## src/inc/evcnt_defines.svh

```systemverilog
// Purpose: Offsets, field positions, reset values and timing counts
// Assumes: 32-bit AXI4-Lite register bus, one word per register
// Notes: Definitions only
`ifndef EVCNT_DEFINES_SVH
`define EVCNT_DEFINES_SVH

// Register byte offsets
`define OFS_CONTROL 8'h00
`define OFS_COMMAND 8'h04
`define OFS_COUNT_SEL 8'h08
`define OFS_COUNT_EDGE 8'h0c
`define OFS_CLEAR_SEL 8'h10
`define OFS_CLEAR_EDGE 8'h14
`define OFS_TERMINAL 8'h18
`define OFS_VALUE 8'h1c
`define OFS_CAPTURED 8'h20
`define OFS_STATE 8'h24
`define OFS_IRQ_STATUS 8'h28
`define OFS_IRQ_CLEAR 8'h2c
`define OFS_IRQ_ENABLE 8'h30

// Field positions
`define BIT_ENABLE 0
`define BIT_CLEAR_CMD 0
`define IRQ_BIT_DONE 0
`define IRQ_BIT_CLEARED 1
`define IRQ_WIDTH 2

// Reset values
`define RST_CONTROL 1'h0
`define RST_COUNT_SEL 4'h0
`define RST_EDGE 2'h0
`define RST_CLEAR_SEL 4'h0
`define RST_TERMINAL 32'hffffffff
`define RST_IRQ_ENABLE 2'h0

// Timing: microsecond tick from a 100 ns clock
`define CLK_PERIOD_NS 100
`define TICK_PERIOD_NS 1000
`define TICK_CYCLES ((`TICK_PERIOD_NS) / (`CLK_PERIOD_NS))

// Bus responses
`define RESP_OKAY 2'h0
`define RESP_SLVERR 2'h2

`endif

```

## src/inc/evcnt_pkg.sv

```systemverilog
// Purpose: Types shared by the event counter files
// Assumes: Constants live in evcnt_defines.svh
// Notes: Select codes match the register field encodings
package evcnt_pkg;

  typedef enum logic [3:0] {
    CNT_OFF = 4'h0,
    CNT_ACQ_START = 4'h1,
    CNT_ACQ_END = 4'h2,
    CNT_EXP_START = 4'h3,
    CNT_EXP_END = 4'h4,
    CNT_FRAME_START = 4'h5,
    CNT_ACCEPTED = 4'h6,
    CNT_REJECTED = 4'h7,
    CNT_LINE1 = 4'h8,
    CNT_LINE2 = 4'h9,
    CNT_LINE3 = 4'ha,
    CNT_TICK = 4'hb,
    CNT_TIMER_DONE = 4'hc
  } count_event_select_e;

  typedef enum logic [3:0] {
    CLR_CMD_ONLY = 4'h0,
    CLR_ACQ_START = 4'h1,
    CLR_ACQ_END = 4'h2,
    CLR_EXP_START = 4'h3,
    CLR_EXP_END = 4'h4,
    CLR_FRAME_TRIGGER = 4'h5,
    CLR_ACCEPTED = 4'h6,
    CLR_REJECTED = 4'h7,
    CLR_LINE1 = 4'h8,
    CLR_LINE2 = 4'h9,
    CLR_TIMER_DONE = 4'ha,
    CLR_COUNTER_DONE = 4'hb
  } clear_event_select_e;

  typedef enum logic [1:0] {
    EDGE_RISING = 2'h0,
    EDGE_FALLING = 2'h1,
    EDGE_ANY = 2'h2
  } edge_select_e;

  // Gray along wait -> active -> completed
  typedef enum logic [1:0] {
    ST_WAIT_START = 2'h0,
    ST_ACTIVE = 2'h1,
    ST_COMPLETED = 2'h3
  } count_state_e;

endpackage

```

## src/rtl/line_edge_sync.sv

```systemverilog
// Purpose: Bring input lines into the core clock and find their edges
// Assumes: Lines are asynchronous to the core clock
// Notes: One-cycle rise and fall pulses per settled transition
`timescale 1ns/100ps
module line_edge_sync #(
  parameter int WIDTH = 3
) (
  input wire logic clk,
  input wire logic rst,
  input wire logic [WIDTH-1:0] line_in,
  output logic [WIDTH-1:0] rise,
  output logic [WIDTH-1:0] fall
);

  logic [WIDTH-1:0] meta_ff;
  logic [WIDTH-1:0] sync_ff;
  logic [WIDTH-1:0] prev_ff;

  // Two stages before any logic looks at the line
  always_ff @(posedge clk or posedge rst) begin
    if (rst) begin
      meta_ff <= '0;
      sync_ff <= '0;
      prev_ff <= '0;
    end else begin
      meta_ff <= line_in;
      sync_ff <= meta_ff;
      prev_ff <= sync_ff;
    end
  end

  // Edges compare settled samples only, one pulse each
  assign rise = sync_ff & ~prev_ff;
  assign fall = ~sync_ff & prev_ff;

endmodule

```

## src/rtl/event_counter.sv

```systemverilog
// Purpose: Event counter with selectable increment and clear sources
// Assumes: Event inputs are one-cycle pulses on CORE_CLK
// Notes: Registers over AXI4-Lite; lines are asynchronous pins
//
// Contract
// - A chosen internal event adds one to the count per occurrence.
// - A chosen line adds one per transition matching the count edge.
// - The tick source adds one on each microsecond tick.
// - Count edge offers rising, falling or both edges.
// - A clear zeroes the count and waits for the start condition.
// - In command-only mode only the software command clears.
// - Clear choices cover the listed camera, timer and counter events.
// - The frame-trigger clear fires on any trigger, accepted or not.
// - A chosen line one or two clears on a matching clear edge.
// - Clear edge offers rising, falling or either edge.
// - Count-done fires when the count reaches the terminal setting.
// - Each clear captures the count held just before it.
`timescale 1ns/100ps
`include "evcnt_defines.svh"
module event_counter (
  input wire logic CORE_CLK,
  input wire logic SYS_RST,
  // AXI4-Lite slave
  input wire logic [7:0] S_AXI_AWADDR,
  input wire logic S_AXI_AWVALID,
  output logic S_AXI_AWREADY,
  input wire logic [31:0] S_AXI_WDATA,
  input wire logic [3:0] S_AXI_WSTRB,
  input wire logic S_AXI_WVALID,
  output logic S_AXI_WREADY,
  output logic [1:0] S_AXI_BRESP,
  output logic S_AXI_BVALID,
  input wire logic S_AXI_BREADY,
  input wire logic [7:0] S_AXI_ARADDR,
  input wire logic S_AXI_ARVALID,
  output logic S_AXI_ARREADY,
  output logic [31:0] S_AXI_RDATA,
  output logic [1:0] S_AXI_RRESP,
  output logic S_AXI_RVALID,
  input wire logic S_AXI_RREADY,
  // Camera event pulses
  input wire logic ACQ_START,
  input wire logic ACQ_END,
  input wire logic EXPOSURE_START,
  input wire logic EXPOSURE_END,
  input wire logic FRAME_START,
  input wire logic FRAME_TRIGGER,
  input wire logic ACCEPTED_FRAME_TRIGGER,
  input wire logic REJECTED_TRIGGER,
  input wire logic FIRST_TIMER_DONE,
  input wire logic FIRST_COUNTER_DONE,
  input wire logic START_CONDITION,
  // Input line pins
  input wire logic LINE1,
  input wire logic LINE2,
  input wire logic LINE3,
  // Results
  output logic COUNT_DONE_EVENT,
  output logic IRQ
);

  localparam int TICK_W = 4;
  localparam logic [TICK_W-1:0] TICK_LAST =
    TICK_W'(`TICK_CYCLES - 1);

  // Edge selection shared by counting and clearing
  function automatic logic edge_hit(input logic r, input logic f,
                                    input logic [1:0] sel);
    unique case (sel)
      evcnt_pkg::EDGE_RISING: edge_hit = r;
      evcnt_pkg::EDGE_FALLING: edge_hit = f;
      evcnt_pkg::EDGE_ANY: edge_hit = r | f;
      default: edge_hit = 1'b0;
    endcase
  endfunction

  // Byte-lane merge for register writes
  function automatic logic [31:0] merge(input logic [31:0] old,
                                        input logic [31:0] data,
                                        input logic [3:0] strb);
    logic [31:0] res;
    res = old;
    for (int i = 0; i < 4; i++) begin
      if (strb[i]) begin
        res[i*8 +: 8] = data[i*8 +: 8];
      end
    end
    merge = res;
  endfunction

  logic [2:0] line_rise;
  logic [2:0] line_fall;

  logic enable_ff;
  logic [3:0] count_sel_ff;
  logic [1:0] count_edge_ff;
  logic [3:0] clear_sel_ff;
  logic [1:0] clear_edge_ff;
  logic [31:0] terminal_ff;
  logic [31:0] count_ff;
  logic [31:0] captured_ff;
  logic [`IRQ_WIDTH-1:0] irq_status_ff;
  logic [`IRQ_WIDTH-1:0] irq_enable_ff;
  logic [TICK_W-1:0] tick_cnt_ff;
  logic tick_ff;
  logic done_ff;
  evcnt_pkg::count_state_e state_ff;
  evcnt_pkg::count_state_e nxt_state;

  logic aw_held_ff;
  logic [7:0] awaddr_ff;
  logic w_held_ff;
  logic [31:0] wdata_ff;
  logic [3:0] wstrb_ff;
  logic bvalid_ff;
  logic [1:0] bresp_ff;
  logic rvalid_ff;
  logic [31:0] rdata_ff;
  logic [1:0] rresp_ff;

  logic wr_fire;
  logic rd_fire;
  logic clear_cmd;
  logic inc_event;
  logic clear_event;
  logic hw_clear;
  logic clear_now;
  logic reach;

  line_edge_sync #(
    .WIDTH(3)
  ) u_lines (
    .clk(CORE_CLK),
    .rst(SYS_RST),
    .line_in({LINE3, LINE2, LINE1}),
    .rise(line_rise),
    .fall(line_fall)
  );

  // Microsecond tick divider, free running
  always_ff @(posedge CORE_CLK or posedge SYS_RST) begin
    if (SYS_RST) begin
      tick_cnt_ff <= '0;
      tick_ff <= 1'b0;
    end else if (tick_cnt_ff == TICK_LAST) begin
      tick_cnt_ff <= '0;
      tick_ff <= 1'b1;
    end else begin
      tick_cnt_ff <= tick_cnt_ff + TICK_W'(1);
      tick_ff <= 1'b0;
    end
  end

  // Increment source multiplexer
  always_comb begin
    unique case (count_sel_ff)
      evcnt_pkg::CNT_ACQ_START: inc_event = ACQ_START;
      evcnt_pkg::CNT_ACQ_END: inc_event = ACQ_END;
      evcnt_pkg::CNT_EXP_START: inc_event = EXPOSURE_START;
      evcnt_pkg::CNT_EXP_END: inc_event = EXPOSURE_END;
      evcnt_pkg::CNT_FRAME_START: inc_event = FRAME_START;
      evcnt_pkg::CNT_ACCEPTED: inc_event = ACCEPTED_FRAME_TRIGGER;
      evcnt_pkg::CNT_REJECTED: inc_event = REJECTED_TRIGGER;
      evcnt_pkg::CNT_LINE1:
        inc_event = edge_hit(line_rise[0], line_fall[0],
                             count_edge_ff);
      evcnt_pkg::CNT_LINE2:
        inc_event = edge_hit(line_rise[1], line_fall[1],
                             count_edge_ff);
      evcnt_pkg::CNT_LINE3:
        inc_event = edge_hit(line_rise[2], line_fall[2],
                             count_edge_ff);
      evcnt_pkg::CNT_TICK: inc_event = tick_ff;
      evcnt_pkg::CNT_TIMER_DONE: inc_event = FIRST_TIMER_DONE;
      default: inc_event = 1'b0; // Off and unused codes
    endcase
  end

  // Clear source multiplexer; command-only selects no hardware source
  always_comb begin
    unique case (clear_sel_ff)
      evcnt_pkg::CLR_ACQ_START: clear_event = ACQ_START;
      evcnt_pkg::CLR_ACQ_END: clear_event = ACQ_END;
      evcnt_pkg::CLR_EXP_START: clear_event = EXPOSURE_START;
      evcnt_pkg::CLR_EXP_END: clear_event = EXPOSURE_END;
      evcnt_pkg::CLR_FRAME_TRIGGER: clear_event = FRAME_TRIGGER;
      evcnt_pkg::CLR_ACCEPTED:
        clear_event = ACCEPTED_FRAME_TRIGGER;
      evcnt_pkg::CLR_REJECTED: clear_event = REJECTED_TRIGGER;
      evcnt_pkg::CLR_LINE1:
        clear_event = edge_hit(line_rise[0], line_fall[0],
                               clear_edge_ff);
      evcnt_pkg::CLR_LINE2:
        clear_event = edge_hit(line_rise[1], line_fall[1],
                               clear_edge_ff);
      evcnt_pkg::CLR_TIMER_DONE: clear_event = FIRST_TIMER_DONE;
      evcnt_pkg::CLR_COUNTER_DONE:
        clear_event = FIRST_COUNTER_DONE;
      default: clear_event = 1'b0;
    endcase
  end

  // Clear wins over a same-cycle increment
  assign hw_clear = clear_event;
  assign clear_now = hw_clear | clear_cmd;
  assign reach = (state_ff == evcnt_pkg::ST_ACTIVE) && inc_event &&
                 (count_ff + 32'h1 == terminal_ff);

  // Counter state sequencing
  always_comb begin
    nxt_state = state_ff;
    unique case (state_ff)
      evcnt_pkg::ST_WAIT_START: begin
        if (enable_ff && START_CONDITION && !clear_now) begin
          nxt_state = evcnt_pkg::ST_ACTIVE;
        end
      end
      evcnt_pkg::ST_ACTIVE: begin
        if (reach) begin
          nxt_state = evcnt_pkg::ST_COMPLETED;
        end
      end
      evcnt_pkg::ST_COMPLETED: nxt_state = state_ff;
      default: nxt_state = evcnt_pkg::ST_WAIT_START;
    endcase
    if (clear_now || !enable_ff) begin
      nxt_state = evcnt_pkg::ST_WAIT_START;
    end
  end

  always_ff @(posedge CORE_CLK or posedge SYS_RST) begin
    if (SYS_RST) begin
      state_ff <= evcnt_pkg::ST_WAIT_START;
    end else begin
      state_ff <= nxt_state;
    end
  end

  // Count value and capture on clear
  always_ff @(posedge CORE_CLK or posedge SYS_RST) begin
    if (SYS_RST) begin
      count_ff <= '0;
      captured_ff <= '0;
    end else if (clear_now) begin
      captured_ff <= count_ff;
      count_ff <= '0;
    end else if (state_ff == evcnt_pkg::ST_ACTIVE && inc_event) begin
      count_ff <= count_ff + 32'h1;
    end
  end

  // Done pulse, one cycle after the terminal increment
  always_ff @(posedge CORE_CLK or posedge SYS_RST) begin
    if (SYS_RST) begin
      done_ff <= 1'b0;
    end else begin
      done_ff <= reach && !clear_now;
    end
  end

  assign COUNT_DONE_EVENT = done_ff;

  // Write channel: address and data accepted in either order
  assign S_AXI_AWREADY = !aw_held_ff && !bvalid_ff;
  assign S_AXI_WREADY = !w_held_ff && !bvalid_ff;
  assign wr_fire = aw_held_ff && w_held_ff && !bvalid_ff;

  always_ff @(posedge CORE_CLK or posedge SYS_RST) begin
    if (SYS_RST) begin
      aw_held_ff <= 1'b0;
      awaddr_ff <= '0;
      w_held_ff <= 1'b0;
      wdata_ff <= '0;
      wstrb_ff <= '0;
    end else begin
      if (S_AXI_AWVALID && S_AXI_AWREADY) begin
        aw_held_ff <= 1'b1;
        awaddr_ff <= S_AXI_AWADDR;
      end else if (wr_fire) begin
        aw_held_ff <= 1'b0;
      end
      if (S_AXI_WVALID && S_AXI_WREADY) begin
        w_held_ff <= 1'b1;
        wdata_ff <= S_AXI_WDATA;
        wstrb_ff <= S_AXI_WSTRB;
      end else if (wr_fire) begin
        w_held_ff <= 1'b0;
      end
    end
  end

  // Write response
  always_ff @(posedge CORE_CLK or posedge SYS_RST) begin
    if (SYS_RST) begin
      bvalid_ff <= 1'b0;
      bresp_ff <= `RESP_OKAY;
    end else if (wr_fire) begin
      bvalid_ff <= 1'b1;
      unique case (awaddr_ff)
        `OFS_CONTROL, `OFS_COMMAND, `OFS_COUNT_SEL, `OFS_COUNT_EDGE,
        `OFS_CLEAR_SEL, `OFS_CLEAR_EDGE, `OFS_TERMINAL,
        `OFS_IRQ_CLEAR, `OFS_IRQ_ENABLE: bresp_ff <= `RESP_OKAY;
        default: bresp_ff <= `RESP_SLVERR;
      endcase
    end else if (S_AXI_BREADY) begin
      bvalid_ff <= 1'b0;
    end
  end

  assign S_AXI_BVALID = bvalid_ff;
  assign S_AXI_BRESP = bresp_ff;

  // Software clear command is a pulse, not stored
  assign clear_cmd = wr_fire && (awaddr_ff == `OFS_COMMAND) &&
                     wstrb_ff[0] && wdata_ff[`BIT_CLEAR_CMD];

  // Configuration registers
  always_ff @(posedge CORE_CLK or posedge SYS_RST) begin
    if (SYS_RST) begin
      enable_ff <= `RST_CONTROL;
      count_sel_ff <= `RST_COUNT_SEL;
      count_edge_ff <= `RST_EDGE;
      clear_sel_ff <= `RST_CLEAR_SEL;
      clear_edge_ff <= `RST_EDGE;
      terminal_ff <= `RST_TERMINAL;
      irq_enable_ff <= `RST_IRQ_ENABLE;
    end else if (wr_fire && wstrb_ff[0]) begin
      unique case (awaddr_ff)
        `OFS_CONTROL: enable_ff <= wdata_ff[`BIT_ENABLE];
        `OFS_COUNT_SEL: count_sel_ff <= wdata_ff[3:0];
        `OFS_COUNT_EDGE: count_edge_ff <= wdata_ff[1:0];
        `OFS_CLEAR_SEL: clear_sel_ff <= wdata_ff[3:0];
        `OFS_CLEAR_EDGE: clear_edge_ff <= wdata_ff[1:0];
        `OFS_TERMINAL:
          terminal_ff <= merge(terminal_ff, wdata_ff, wstrb_ff);
        `OFS_IRQ_ENABLE:
          irq_enable_ff <= wdata_ff[`IRQ_WIDTH-1:0];
        default: enable_ff <= enable_ff;
      endcase
    end else if (wr_fire && awaddr_ff == `OFS_TERMINAL) begin
      terminal_ff <= merge(terminal_ff, wdata_ff, wstrb_ff);
    end
  end

  // Sticky interrupt status; a new event beats a same-cycle clear
  always_ff @(posedge CORE_CLK or posedge SYS_RST) begin
    if (SYS_RST) begin
      irq_status_ff <= '0;
    end else begin
      if (wr_fire && awaddr_ff == `OFS_IRQ_CLEAR && wstrb_ff[0]) begin
        irq_status_ff <= (irq_status_ff &
                          ~wdata_ff[`IRQ_WIDTH-1:0]) |
                         {clear_now, done_ff};
      end else begin
        irq_status_ff <= irq_status_ff | {clear_now, done_ff};
      end
    end
  end

  assign IRQ = |(irq_status_ff & irq_enable_ff);

  // Read channel, one cycle to answer
  assign S_AXI_ARREADY = !rvalid_ff;
  assign rd_fire = S_AXI_ARVALID && !rvalid_ff;

  always_ff @(posedge CORE_CLK or posedge SYS_RST) begin
    if (SYS_RST) begin
      rvalid_ff <= 1'b0;
      rdata_ff <= '0;
      rresp_ff <= `RESP_OKAY;
    end else if (rd_fire) begin
      rvalid_ff <= 1'b1;
      rresp_ff <= `RESP_OKAY;
      unique case (S_AXI_ARADDR)
        `OFS_CONTROL: rdata_ff <= {31'h0, enable_ff};
        `OFS_COMMAND: rdata_ff <= '0; // Write-only
        `OFS_COUNT_SEL: rdata_ff <= {28'h0, count_sel_ff};
        `OFS_COUNT_EDGE: rdata_ff <= {30'h0, count_edge_ff};
        `OFS_CLEAR_SEL: rdata_ff <= {28'h0, clear_sel_ff};
        `OFS_CLEAR_EDGE: rdata_ff <= {30'h0, clear_edge_ff};
        `OFS_TERMINAL: rdata_ff <= terminal_ff;
        `OFS_VALUE: rdata_ff <= count_ff;
        `OFS_CAPTURED: rdata_ff <= captured_ff;
        `OFS_STATE: rdata_ff <= {30'h0, state_ff};
        `OFS_IRQ_STATUS: rdata_ff <= {30'h0, irq_status_ff};
        `OFS_IRQ_CLEAR: rdata_ff <= '0; // Write-only
        `OFS_IRQ_ENABLE: rdata_ff <= {30'h0, irq_enable_ff};
        default: begin
          rdata_ff <= '0;
          rresp_ff <= `RESP_SLVERR;
        end
      endcase
    end else if (S_AXI_RREADY) begin
      rvalid_ff <= 1'b0;
    end
  end

  assign S_AXI_RVALID = rvalid_ff;
  assign S_AXI_RDATA = rdata_ff;
  assign S_AXI_RRESP = rresp_ff;

endmodule

```

## config.mk

```make
export PLATFORM = sky130hd
export DESIGN_NAME = event_counter
export DESIGN_NICKNAME = d
export VERILOG_FILES = /design/src/inc/evcnt_pkg.sv /design/src/rtl/line_edge_sync.sv /design/src/rtl/event_counter.sv
export VERILOG_INCLUDE_DIRS = /design/src /design/src/inc
export SDC_FILE = /design/constraint.sdc
export NUM_CORES = 1
export LEC_CHECK = 0
export CAP_MARGIN = 20
export CORE_ASPECT_RATIO = 2
export CORE_MARGIN = 2
export CORE_UTILIZATION = 40
export CTS_CLUSTER_DIAMETER = 200
export DETAILED_ROUTE_END_ITERATION = 16
export DONT_BUFFER_PORTS = 1
export HOLD_SLACK_MARGIN = 0.06
export SYNTH_ARGS = -nofsm -noshare
export SYNTH_HDL_FRONTEND = slang
export SYNTH_SLANG_ARGS = --single-unit
```

## constraint.sdc

```tcl
create_clock -name CORE_CLK -period 8.55 [get_ports CORE_CLK]
set_input_delay 0.4275 -clock CORE_CLK [delete_from_list [all_inputs] [get_ports CORE_CLK]]
set_output_delay 0.4275 -clock CORE_CLK [all_outputs]
set_load 0.005 [all_outputs]
```

Word-level counts from Yosys, hierarchy flattened. Index checks and enable logic that the tools add are counted.

Bitwise gates (word level): 13. Reductions and logical operators: 48. Muxes and demuxes: 33. $add $sub $neg: 2. Eq/ne operators: 55.

Operators with widths (count): 32-bit case mux with 11 select lines (1); 32-bit two-way mux (5); 8-bit by 5-bit == test with 1-bit output (second input constant) (7); 8-bit by 6-bit == test with 1-bit output (second input constant) (7); 4-bit == test (second input constant) (10); 32-bit by 1-bit adder with 32-bit output (second input constant) (1); 32-bit == test (1); 4-bit by 3-bit == test with 1-bit output (second input constant) (8); 8-bit by 4-bit == test with 1-bit output (second input constant) (4); 8-bit two-way mux (4); 1-bit logical AND (19); 4-bit by 2-bit == test with 1-bit output (second input constant) (4); 8-bit by 3-bit == test with 1-bit output (second input constant) (2); 8-bit zero test (2); 1-bit case mux with 3 select lines (5); 2-bit AND reduction (7); 13-bit OR reduction (1); 2-bit two-way mux (6); 1-bit case mux with 12 select lines (1); 2-bit nonzero test (6); 1-bit case mux with 11 select lines (1); 9-bit OR reduction (1); 4-bit by 1-bit == test with 1-bit output (second input constant) (2); 1-bit two-way mux (8); 20 further kinds (38).

Input bits: 73. Logic and storage cells: 178. Register bits after elaboration: 214. Output and inout bits: 43.

Longest topological paths before layout. Gate-level depths: netlist of the first run.

Depth after elaboration: 11. Mapped depth: 12. Depth with buffers taken out: 10.

Cells and area by module. From an unflattened synthesis of the first run, not the netlist that was laid out.

Cell total of the unflattened synthesis: 1026. Area, all modules: 10510.1 sq um.

By module, submodules not included: event_counter (seq. area each 5119.9 sq um, instances 1, cells each 1010, area each 10228.6 sq um); line_edge_sync (seq. area each 225.2 sq um, instances 1, cells each 16, area each 281.5 sq um).

Least setup slack after synthesis of the first run. Ideal clock, no wire load.

Path kind: flip-flop to flip-flop. Start point: reg u_lines.prev_ff[1]. End point: reg captured_ff[0]. Arrival: 2.521 ns. Cell stages (with the launch flop): 11. Required time: 8.425 ns. Period minus slack after synthesis: 2.645 ns. Library setup time: 0.125 ns. Setup slack: 5.905 ns. Buffers on the path: 1. Cell sequence: dfrtp_1 ha_1 mux4_2 nor2b_1 a211oi_1 a21oi_1 a222oi_1 a21oi_1 a31o_2 clkbuf_1 mux2_2.

Longest elaborated chain between the ends: 6. Elaborated cells between the ends (all ways): 7. Classes of those cells: mux: 2; bitwise: 5.

Ends and longest elaborated chain: start: declaration (RTL line line_edge_sync.sv:17) `logic [WIDTH-1:0] prev_ff;`; start signal: assignment (RTL line line_edge_sync.sv:28) `prev_ff <= sync_ff;`; 3-bit inverter (RTL line line_edge_sync.sv:33) `assign rise = sync_ff & ~prev_ff;`; 3-bit bitwise AND (RTL line line_edge_sync.sv:33); 1-bit OR (RTL line event_counter.sv:72) `evcnt_pkg::EDGE_ANY: edge_hit = r | f;`; 1-bit case mux with 3 select lines (*) (RTL line event_counter.sv:69) `unique case (sel)`; 1-bit case mux with 11 select lines (*) (RTL line event_counter.sv:181) `unique case (clear_sel_ff)`; 1-bit OR (*) (RTL line event_counter.sv:205) `assign clear_now = hw_clear | clear_cmd;`; end signal: assignment (RTL line event_counter.sv:245) `captured_ff <= count_ff;`; end: declaration (RTL line event_counter.sv:101) `logic [31:0] captured_ff;`.

Mark *: on every way between the ends. The rest lies on a longest branch, timed or not. A chain may end at the register's enable or synchronous reset.

Worst setup path in the final report of the first run.
Start point: reg count_ff[10]. End point: reg state_ff[1].

Longest elaborated chain between the ends: 5.

Ends and longest elaborated chain: start: declaration (RTL line event_counter.sv:100) `logic [31:0] count_ff;`; start signal: assignment (RTL line event_counter.sv:248) `count_ff <= count_ff + 32'h1;`; 32-bit by 1-bit adder with 32-bit output (RTL line event_counter.sv:207) `(count_ff + 32'h1 == terminal_ff);`; 32-bit == test (RTL line event_counter.sv:207); 1-bit logical AND (RTL line event_counter.sv:206) `assign reach = (state_ff == evcnt_pkg::ST_ACTIVE) && inc_event &&`; 3-bit by 2-bit != test with 1-bit output (no line); 3-bit AND reduction (no line); end signal: assignment (RTL line event_counter.sv:233) `state_ff <= evcnt_pkg::ST_WAIT_START;`; end signal: assignment (RTL line event_counter.sv:235) `state_ff <= nxt_state;`; end: declaration (RTL line event_counter.sv:107) `evcnt_pkg::count_state_e state_ff;`.

No other way between the ends.

==> flow_metrics.tcl, run 1 <==
set metrics [dict create \
    status "finished, final reports clean" \
    startpoint_type "flop" \
    p_comb_share_pct 14.8 \
    final_hold_viol_count 0 \
    hold_start "START_CONDITION" \
    hpwl_um 18800 \
    syn_avg_cell_area_um2 11.0 \
    setup_viol 0 \
    power_frac_seq_pct 50.5 \
    wl_per_cell_um 20.1 \
    drive_gt1_share_pct 21.7 \
    port_buffers 0 \
    clk_pin_slew_ns 0.06 \
    finalMaxSlewViolations 0 \
    post_cts_buffers 0 \
    slowest_stage "nor4_1" \
    drc 0 \
    r2r_slack_ns 5.31 \
    die_y_um 234 \
    start_util_pct 40.3 \
    regArea_um2 5350 \
    vias_per_cell 5.45 \
    grt_pass1_vias 7534 \
    synth-edff-count 0 \
    yosysSeqAreaShare_pct 50.7 \
    synth_cells 963 \
    syn_area_um2 10600 \
    timing.rr.start "count_ff[10]" \
    antenna_found_initial 0 \
    dieArea_um2 27800 \
    p_int_mw 1.87 \
    clk_latency_ns 0.52 \
    num_io_pins 116 \
    worstHoldEndpoint "state_ff[0]" \
    fmaxAchievable_mhz 309 \
    hold_slack_ns 0.151 \
    synth-seq-cells 212 \
    ys.warnings.count 0 \
    synth_ff_type "dfrtp_1" \
    grt_max_degree 95 \
    cts_inserted_buffers 21 \
    power_density_nw_per_um2 217 \
    timing.slew.headroom_pct 29.9 \
    end_kind "flop" \
    die_w_um 119 \
    fillerInstances 2469 \
    min_path_type "in -> reg" \
    grt_first_pass_wirelength_um 41900 \
    grt.total_usage_pct 19.4 \
    worstPathMaxFanout 10 \
    ant_nets 0 \
    rows 84 \
    fin_crit_ns 3.24 \
    firstDrtPassIters 5 \
    diodes 0 \
    rsz0062_at_grt "false" \
    ctsRootBufferMaster "clkbuf_16" \
    cp_data_required_time_ns 8.98 \
    p_switching_mw 0.715 \
    clock-sinks 212 \
    peakVddDrop_uv 174 \
    multiInputGateArea_um2 4850 \
    clock_path_buffers 3 \
    async_flop_share_pct 100 \
    max_slew.worst_pin.slew_ns 1.05 \
    crit_chain "nand4_4, nor4_1, nand4_1, nor3_1, o22ai_1, a2111oi_0, nand4_1, a211oi_2" \
    cap_violations 0 \
    fin_tns_setup_ns 0 \
    r2r_end "state_ff[1]" \
    synthDistinctLibCells 65 \
    crit_start "count_ff[10]" \
    critPathArrivalTime_ns 3.67 \
    wl_um 26700 \
    finClkSkew_ns 0.0155 \
    fin_crit_sh_pct 37.9 \
    nets 1056 \
    ctsResizeCount 0 \
    globalplace.congestion 0.949 \
    p_clk_share_pct 34.7 \
    path_class "reg -> reg" \
    area_growth_pct 12.9 \
    rr_worst_depth 8 \
    critPathMaxStageDelay_ns 0.86 \
    p_leak_nw 5.04 \
    cts_max_level 1 \
    min_path_cells 2 \
    overflow 0 \
    crit_top_cell "nand4_1" \
    cts_tree "done" \
    drt_iter0_drc 349 \
    via_count 7260 \
    core_um2 26200 \
    switching_share_pct 27.6 \
]
layer usage:
metal  up-vias  global-route usage, %  routed length [um]
li1       3424                      -                   -
met1      3628                   19.9                9350
met2       156                   37.7               15100
met3        52                   3.10                1190
met4         0                   8.97                1110
met5         -                      0                   0
final cells by class:
type / instances / share of cell area [%]
sequential: 212 / 44.9
tap: 344 / 3.61
clock inverter: 5 / 0.494
clock buffer: 32 / 4.84
inverter: 23 / 0.788
multi-input combinational: 657 / 40.7
timing repair buffer: 58 / 4.73
sequential cells by signal, indices dropped and copies added, names as in the netlist, 3 cells and up:
register / flops
u_lines.meta_ff: 3
wstrb_ff: 4
captured_ff: 32
tick_cnt_ff: 4
awaddr_ff: 8
S_AXI_RDATA: 32
u_lines.prev_ff: 3
wdata_ff: 32
count_sel_ff: 4
clear_sel_ff: 4
u_lines.sync_ff: 3
terminal_ff: 32
count_ff: 32
critical path: cells and delay by family, from the launching register on:
kind	cells	cell delay [ns]
AND/OR/NAND/NOR	5	1.75
AO/OA/AOI/OAI	3	0.77
flip-flops	1	0.62
worst max-delay path by stage:
stage,endpoint,slack (ns)
2_1_floorplan,COUNT_DONE_EVENT,2.38
6_report,state_ff[1],5.31
5_1_grt,state_ff[1],4.96
3_5_place_dp,state_ff[1],5.36
3_3_place_gp,state_ff[1],5.45
4_1_cts,state_ff[1],5.36
metrics by stage:
step | setup WS (ns) | util (%) | power (mW) | std cells | area, um2
after floorplan | 2.38 | - | 1.58 | 964 | 10600
after global placement | 5.45 | 41.1 | 1.68 | 1243 | 10800
after detailed placement | 5.36 | 41.1 | 1.70 | 1243 | 10800
after CTS | 5.36 | 45.5 | 2.62 | 1331 | 11900
after global routing | 4.96 | 45.5 | 2.70 | 1331 | 11900
final | 5.31 | 45.5 | 2.58 | 1331 | 11900
cell families (layout without fill, tap and decap cells):
| family | Yosys count | in the layout | share of synthesized area, % |
|---|---|---|---|
| buffers and inverters | 95 | 118 | 3.63 |
| adder cells (fa/ha/maj) | 10 | 10 | 1.19 |
| AND/OR/NAND/NOR | 261 | 261 | 12.6 |
| other | 1 | 2 | 0.0355 |
| multiplexers | 145 | 145 | 15.5 |
| flip-flops | 212 | 212 | 50.7 |
| AO/OA/AOI/OAI | 164 | 164 | 10.2 |
| XOR/XNOR | 75 | 75 | 6.22 |
synth_stat cells (9+ instances only):
library cell  instances  area (um2)
nand3_1              15        75.1
a222oi_1              9        90.1
ha_1                 10         125
clkbuf_1             48         180
inv_1                23        86.3
o21ai_0              54         270
mux2i_1              14         140
nor2b_1              10        62.6
a22o_1               22         193
nor2_1               67         251
buf_1                 9        33.8
dfrtp_1             180        4500
dfstp_2              32         841
xor2_1               27         236
xnor2_1              48         420
a21oi_1              35         175
mux2_2              129        1450
nand2_1              77         289
buf_2                12        60.1
nor4_1               11        68.8
nand4_1              19         119
nor3_1               17        85.1
power groups by stage:
stage	clock, mW	sequential [mW]	combinational (mW)
final	0.897	1.31	0.382
after global routing	0.956	1.33	0.422
after CTS	0.926	1.31	0.387
after detailed placement	0	1.33	0.367
after global placement	0	1.32	0.357
after floorplan	0	1.25	0.330
timing repair:
action	CTS	global route
endpoints found under the setup margin	0	0
hold buffers	51	0
endpoints found under the hold margin	123	0
cell usage in the layout, fill, tap and decap left out, types with 6 or more instances in the layout:
| master | n |
|---|---|
| xor2_1 | 27 |
| dfrtp_1 | 180 |
| nand3_1 | 15 |
| o21ai_0 | 54 |
| nor2_1 | 66 |
| dlygate4sd3_1 | 51 |
| mux2_2 | 129 |
| buf_4 | 7 |
| nor4_1 | 10 |
| a22o_1 | 22 |
| a31oi_1 | 7 |
| nand4_1 | 19 |
| clkbuf_16 | 21 |
| inv_1 | 22 |
| nor3_1 | 17 |
| a21oi_1 | 35 |
| dfstp_2 | 32 |
| a222oi_1 | 9 |
| clkbuf_1 | 10 |
| ha_1 | 10 |
| nor2b_1 | 10 |
| and3_1 | 6 |
| xnor2_1 | 48 |
| mux2i_1 | 14 |
| nand2_1 | 76 |
No activity file was read; power rests on OpenSTA's default activity.
==> inputs of run 2 (changes only) <==
==> constraint.sdc (replaced) <==
create_clock -name CORE_CLK -period 2.7 [get_ports CORE_CLK]
set_input_delay 0.135 -clock CORE_CLK [delete_from_list [all_inputs] [get_ports CORE_CLK]]
set_output_delay 0.135 -clock CORE_CLK [all_outputs]
set_load 0.005 [all_outputs]
==> run 2 against run 1 <==
Effect of this change: the run now ends with negative setup slack left; sequential cell count did not move; power grew to 3.4 times the previous value; core utilization is 5.4 points higher; clock-buffer cell count shrank 2; fmax up 14%; register-to-register slack worse by 5.5 ns; first-iteration DRC count up 28%; global-route usage up 1.3 points; worst hold slack got worse by 0.080 ns; sequential share of layout area fell by 4.7 points; cell count rose by 8.6%; critical path type unchanged; critical endpoint is now captured_ff[16]; largest cell class unchanged.
==> flow_metrics.tcl, run 2 (synthesis gave the netlist of run 1 again) <==
set metrics [dict create \
    end_kind "flop" \
    setup_viol 59 \
    finClkSkew_ns 0.0161 \
    antenna_found_initial 1 \
    hpwl_um 21100 \
    finalMaxSlewViolations 0 \
    min_path_type "in -> reg" \
    worstHoldEndpoint "S_AXI_RDATA[2]" \
    final_hold_viol_count 0 \
    r2r_slack_ns -0.15 \
    clock-sinks 212 \
    status "complete, but fails checks" \
    via_count 7841 \
    timing.slew.headroom_pct 41.0 \
    fillerInstances 2310 \
    ant_nets 0 \
    port_buffers 0 \
    dieArea_um2 27800 \
    critPathArrivalTime_ns 3.24 \
    startpoint_type "flop" \
    regArea_um2 5350 \
    max_slew.worst_pin.slew_ns 0.883 \
    grt_pass1_vias 8200 \
    hold_slack_ns 0.0701 \
    globalplace.congestion 0.940 \
    hold_start "S_AXI_ARADDR[4]" \
    p_leak_nw 5.71 \
    r2r_end "captured_ff[16]" \
    stdcell_area_um2 13300 \
    worstPathMaxFanout 7 \
    timing.rr.start "u_lines.prev_ff[0]" \
    clock_path_buffers 3 \
    rsz0062_at_grt "true" \
    path_class "reg -> reg" \
    cts_max_level 1 \
    grt_first_pass_wirelength_um 44800 \
    min_path_cells 4 \
    grt_max_degree 49 \
    firstDrtPassIters 5 \
    core_um2 26200 \
    cp_data_required_time_ns 3.09 \
    placed_cell_area_um2 11500 \
    fin_crit_ns 2.85 \
    die_w_um 119 \
    final_common_cell "dfrtp_1" \
    vias_per_cell 5.42 \
    num_io_pins 116 \
    clk_latency_ns 0.51 \
    start_util_pct 40.3 \
    cap_violations 0 \
    multiInputGateArea_um2 5060 \
    fin_crit_sh_pct 105 \
    cts_tree "done" \
    drive_gt1_share_pct 34.1 \
    post-route-util_pct 50.9 \
    wl_um 29400 \
    peakVddDrop_uv 547 \
    fmaxAchievable_mhz 351 \
    rows 84 \
    grt.total_usage_pct 20.7 \
    drt_iter0_drc 445 \
    cts_inserted_buffers 20 \
    clk_pin_slew_ns 0.07 \
    final_cell_mix "dfrtp_1, mux2_2, buf_4, nand2_1, dlygate4sd3_1" \
    ctsRootBufferMaster "clkbuf_16" \
    power_density_nw_per_um2 657 \
    wl_per_cell_um 20.4 \
    rr_worst_depth 11 \
    setup_ws_ns -0.147 \
    stdcell_count 1446 \
    die_y_um 234 \
    overflow 0 \
    total_power_mw 8.75 \
    drc 0 \
    nets 1170 \
    crit_start "u_lines.prev_ff[0]" \
    place_inst 1334 \
    violations "negative setup slack" \
    area_growth_pct 26.2 \
]
run 2: worst max path at each step:
stage / endpoint / slack (ns) / cells past startpoint
after floorplan: COUNT_DONE_EVENT / -0.17 / 1
after global placement: captured_ff[8] / -0.02 / 11
after detailed placement: captured_ff[25] / -0.11 / 11
after CTS: captured_ff[11] / -0.08 / 11
after global routing: captured_ff[0] / -0.21 / 11
final: captured_ff[16] / -0.15 / 11
run 2: metal layers:
metal | GRT usage, % | part of all wire, %
met1 | 20.4 | 35
met2 | 41.3 | 56
met3 | 3.05 | 4.1
met4 | 9.78 | 4.9
met5 | 0 | 0
run 2: final cells by class:
type | count | area share [%]
multi-input combinational | 657 | 38.0
clock inverter | 6 | 0.977
inverter | 23 | 0.677
timing repair buffer | 173 | 12.3
tap | 344 | 3.23
antenna | 1 | 0.0188
clock buffer | 30 | 4.65
sequential | 212 | 40.2
run 2: timing repair:
action	in CTS	in global routing
buffers inserted	2	14
gates resized for setup	10	67
hold buffers	57	0
pin swaps	2	30
gates cloned	0	3
endpoints found under the hold margin	79	0
setup endpoints to repair	51	66
run 2: through the flow:
stage	setup WS (ns)	TNS, ns
after global placement	-0.0179	-0.422
after floorplan	-0.165	-29.71
after detailed placement	-0.112	-3.57
after CTS	-0.0828	-1.99
after global routing	-0.209	-10.07
final	-0.147	-5.63
run 2: power by group:
part	total, mW	switching [mW]	leakage [nW]	internal, mW
sequential	4.12	0.440	2.70	3.68
clock	3.22	1.25	0.370	1.97
combinational	1.42	0.638	2.65	0.778
total	8.75	2.33	5.71	6.42
run 2: critical path: stages (launching register included):
cell and delay (ns):
dfrtp_1 0.38, inv_1 0.06, ha_2 0.18, mux4_2 0.45, nor2b_4 0.14, a211oi_2 0.15
a21oi_1 0.07, a222oi_1 0.42, a21oi_1 0.11, a31o_4 0.31, clkbuf_16 0.20, mux2_2 0.27
==> inputs of run 3 (changes only) <==
==> constraint.sdc (replaced) <==
create_clock -name CORE_CLK -period 3.05 [get_ports CORE_CLK]
set_input_delay 0.1525 -clock CORE_CLK [delete_from_list [all_inputs] [get_ports CORE_CLK]]
set_output_delay 0.1525 -clock CORE_CLK [all_outputs]
set_load 0.005 [all_outputs]
==> run 3 against run 2 <==
Effect of this change: the run now ends clean; combinational power fell by 19%; clock power fell by 18%; largest power group unchanged; worst setup slack improved by 0.28 ns; critical path depth fell by 4; die area did not move; largest cell class unchanged; critical path type unchanged; sequential share of layout area rose by 3.0 points; power fell by 15%; cell area fell by 7.1%; non-clock buffer count fell by 71; clock-buffer cell count rose by 4; core utilization fell by 3.6 points; fmax fell by 2.4%.
==> flow_metrics.tcl, run 3 (synthesis gave the netlist of run 1 again) <==
set metrics [dict create \
    die_y_um 234 \
    grt.total_usage_pct 19.7 \
    wl_um 27300 \
    drc 0 \
    startpoint_type "flop" \
    post-route-util_pct 47.3 \
    fillerInstances 2391 \
    dieArea_um2 27800 \
    die_w_um 119 \
    nets 1100 \
    timing.rr.start "count_ff[3]" \
    grt_pass1_vias 7630 \
    place_inst 1281 \
    cap_violations 0 \
    rsz0062_at_grt "false" \
    drt_iter0_drc 379 \
    crit_start "count_ff[3]" \
    drive_gt1_share_pct 24.5 \
    cts_max_level 1 \
    path_class "reg -> reg" \
    stdcell_count 1376 \
    cts_tree "done" \
    status "finished, final reports clean" \
    clock_path_buffers 3 \
    clk_pin_slew_ns 0.06 \
    total_power_mw 7.43 \
    globalplace.congestion 0.917 \
    final_cell_mix "dfrtp_1, mux2_2, nand2_1, nor2_1, dlygate4sd3_1" \
    finalMaxSlewViolations 0 \
    max_slew.worst_pin.slew_ns 0.649 \
    critPathArrivalTime_ns 3.34 \
    setup_viol 0 \
    finClkSkew_ns 0.0180 \
    timing.slew.headroom_pct 56.2 \
    antenna_found_initial 1 \
    hold_start "S_AXI_ARADDR[4]" \
    via_count 7478 \
    ctsRootBufferMaster "clkbuf_16" \
    firstDrtPassIters 6 \
    num_io_pins 116 \
    port_buffers 0 \
    final_hold_viol_count 0 \
    post_cts_buffers 0 \
    min_path_type "in -> reg" \
    clk_latency_ns 0.52 \
    fmaxAchievable_mhz 343 \
    fin_crit_sh_pct 95.6 \
    rows 84 \
    hpwl_um 19800 \
    cp_data_required_time_ns 3.47 \
    start_util_pct 40.3 \
    wl_per_cell_um 19.8 \
    core_um2 26200 \
    fin_tns_setup_ns 0 \
    cts_inserted_buffers 21 \
    area_growth_pct 17.3 \
    overflow 0 \
    vias_per_cell 5.43 \
    worstPathMaxFanout 10 \
    final_common_cell "dfrtp_1" \
    power_density_nw_per_um2 600 \
    clock-sinks 212 \
    peakVddDrop_uv 522 \
    ant_nets 0 \
    fin_crit_ns 2.92 \
    end_kind "flop" \
    p_leak_nw 5.30 \
    grt_max_degree 89 \
    grt_first_pass_wirelength_um 42600 \
]
==> run 3: routing by layer <==
| layer | GRT usage [%] | wire, um | vias up |
|---|---|---|---|
| li1 | - | - | 3513 |
| met3 | 3.42 | 1310 | 52 |
| met2 | 38.5 | 15500 | 154 |
| met1 | 20.0 | 9410 | 3759 |
| met4 | 8.71 | 1090 | 0 |
| met5 | 0 | 0 | - |
==> run 3: power by group <==
| part | leakage [nW] | switching [mW] | internal, mW |
|---|---|---|---|
| sequential | 2.70 | 0.386 | 3.26 |
| combinational | 2.27 | 0.527 | 0.625 |
| clock | 0.331 | 1.09 | 1.55 |
| total | 5.30 | 2.00 | 5.43 |
==> run 3: path summary, 6_finish.rpt <==
| kind | to | cells past startpoint | slack (ns) |
|---|---|---|---|
| worst max-delay path | state_ff[1] | 7 | 0.13 |
| worst min-delay path | S_AXI_RDATA[3] | 4 | 0.09 |
| worst max register to register | state_ff[1] | 7 | 0.13 |
| worst min register to register | u_lines.sync_ff[2] | 0 | 0.35 |
| max in group asynchronous | terminal_ff[7] | 3 | 2.14 |
| min in group asynchronous | awaddr_ff[1] | 2 | 0.11 |
==> run 3: timing repair <==
item / 4_1_cts / 5_1_grt
gates resized for setup: 0 / 0
hold buffers: 57 / 0
hold endpoints to repair: 234 / 0
==> run 3: worst max-delay path, stage by stage, from the launching register on <==
cell and delay, ns:
dfrtp_1 0.51, nand4_4 0.20, or4_4 0.60, or4_4 0.51, or3b_1 0.36, a31oi_1 0.20, nand4_1 0.19, a211oi_2 0.26
==> run 3: through the flow <==
| step | hold WS [ns] | area [um2] | setup WS (ns) |
|---|---|---|---|
| after floorplan | 0.184 | 10600 | 0.167 |
| after global placement | 0.0266 | 11100 | 0.237 |
| after detailed placement | 0.0317 | 11100 | 0.138 |
| after CTS | 0.0704 | 12400 | 0.127 |
| after global routing | 0.125 | 12400 | 0.0287 |
| final | 0.0868 | 12400 | 0.134 |
==> run 3: cell type report <==
class	count	area (um2)	share of cell area, %
Antenna cell	1	2.50	0.0202
Clock buffer	34	614	4.96
Clock inverter	3	68.8	0.556
Inverter	23	90.1	0.728
Multi-Input combinational cell	657	4840	39.1
Sequential cell	212	5350	43.2
Tap cell	344	430	3.48
Timing Repair Buffer	102	983	7.95
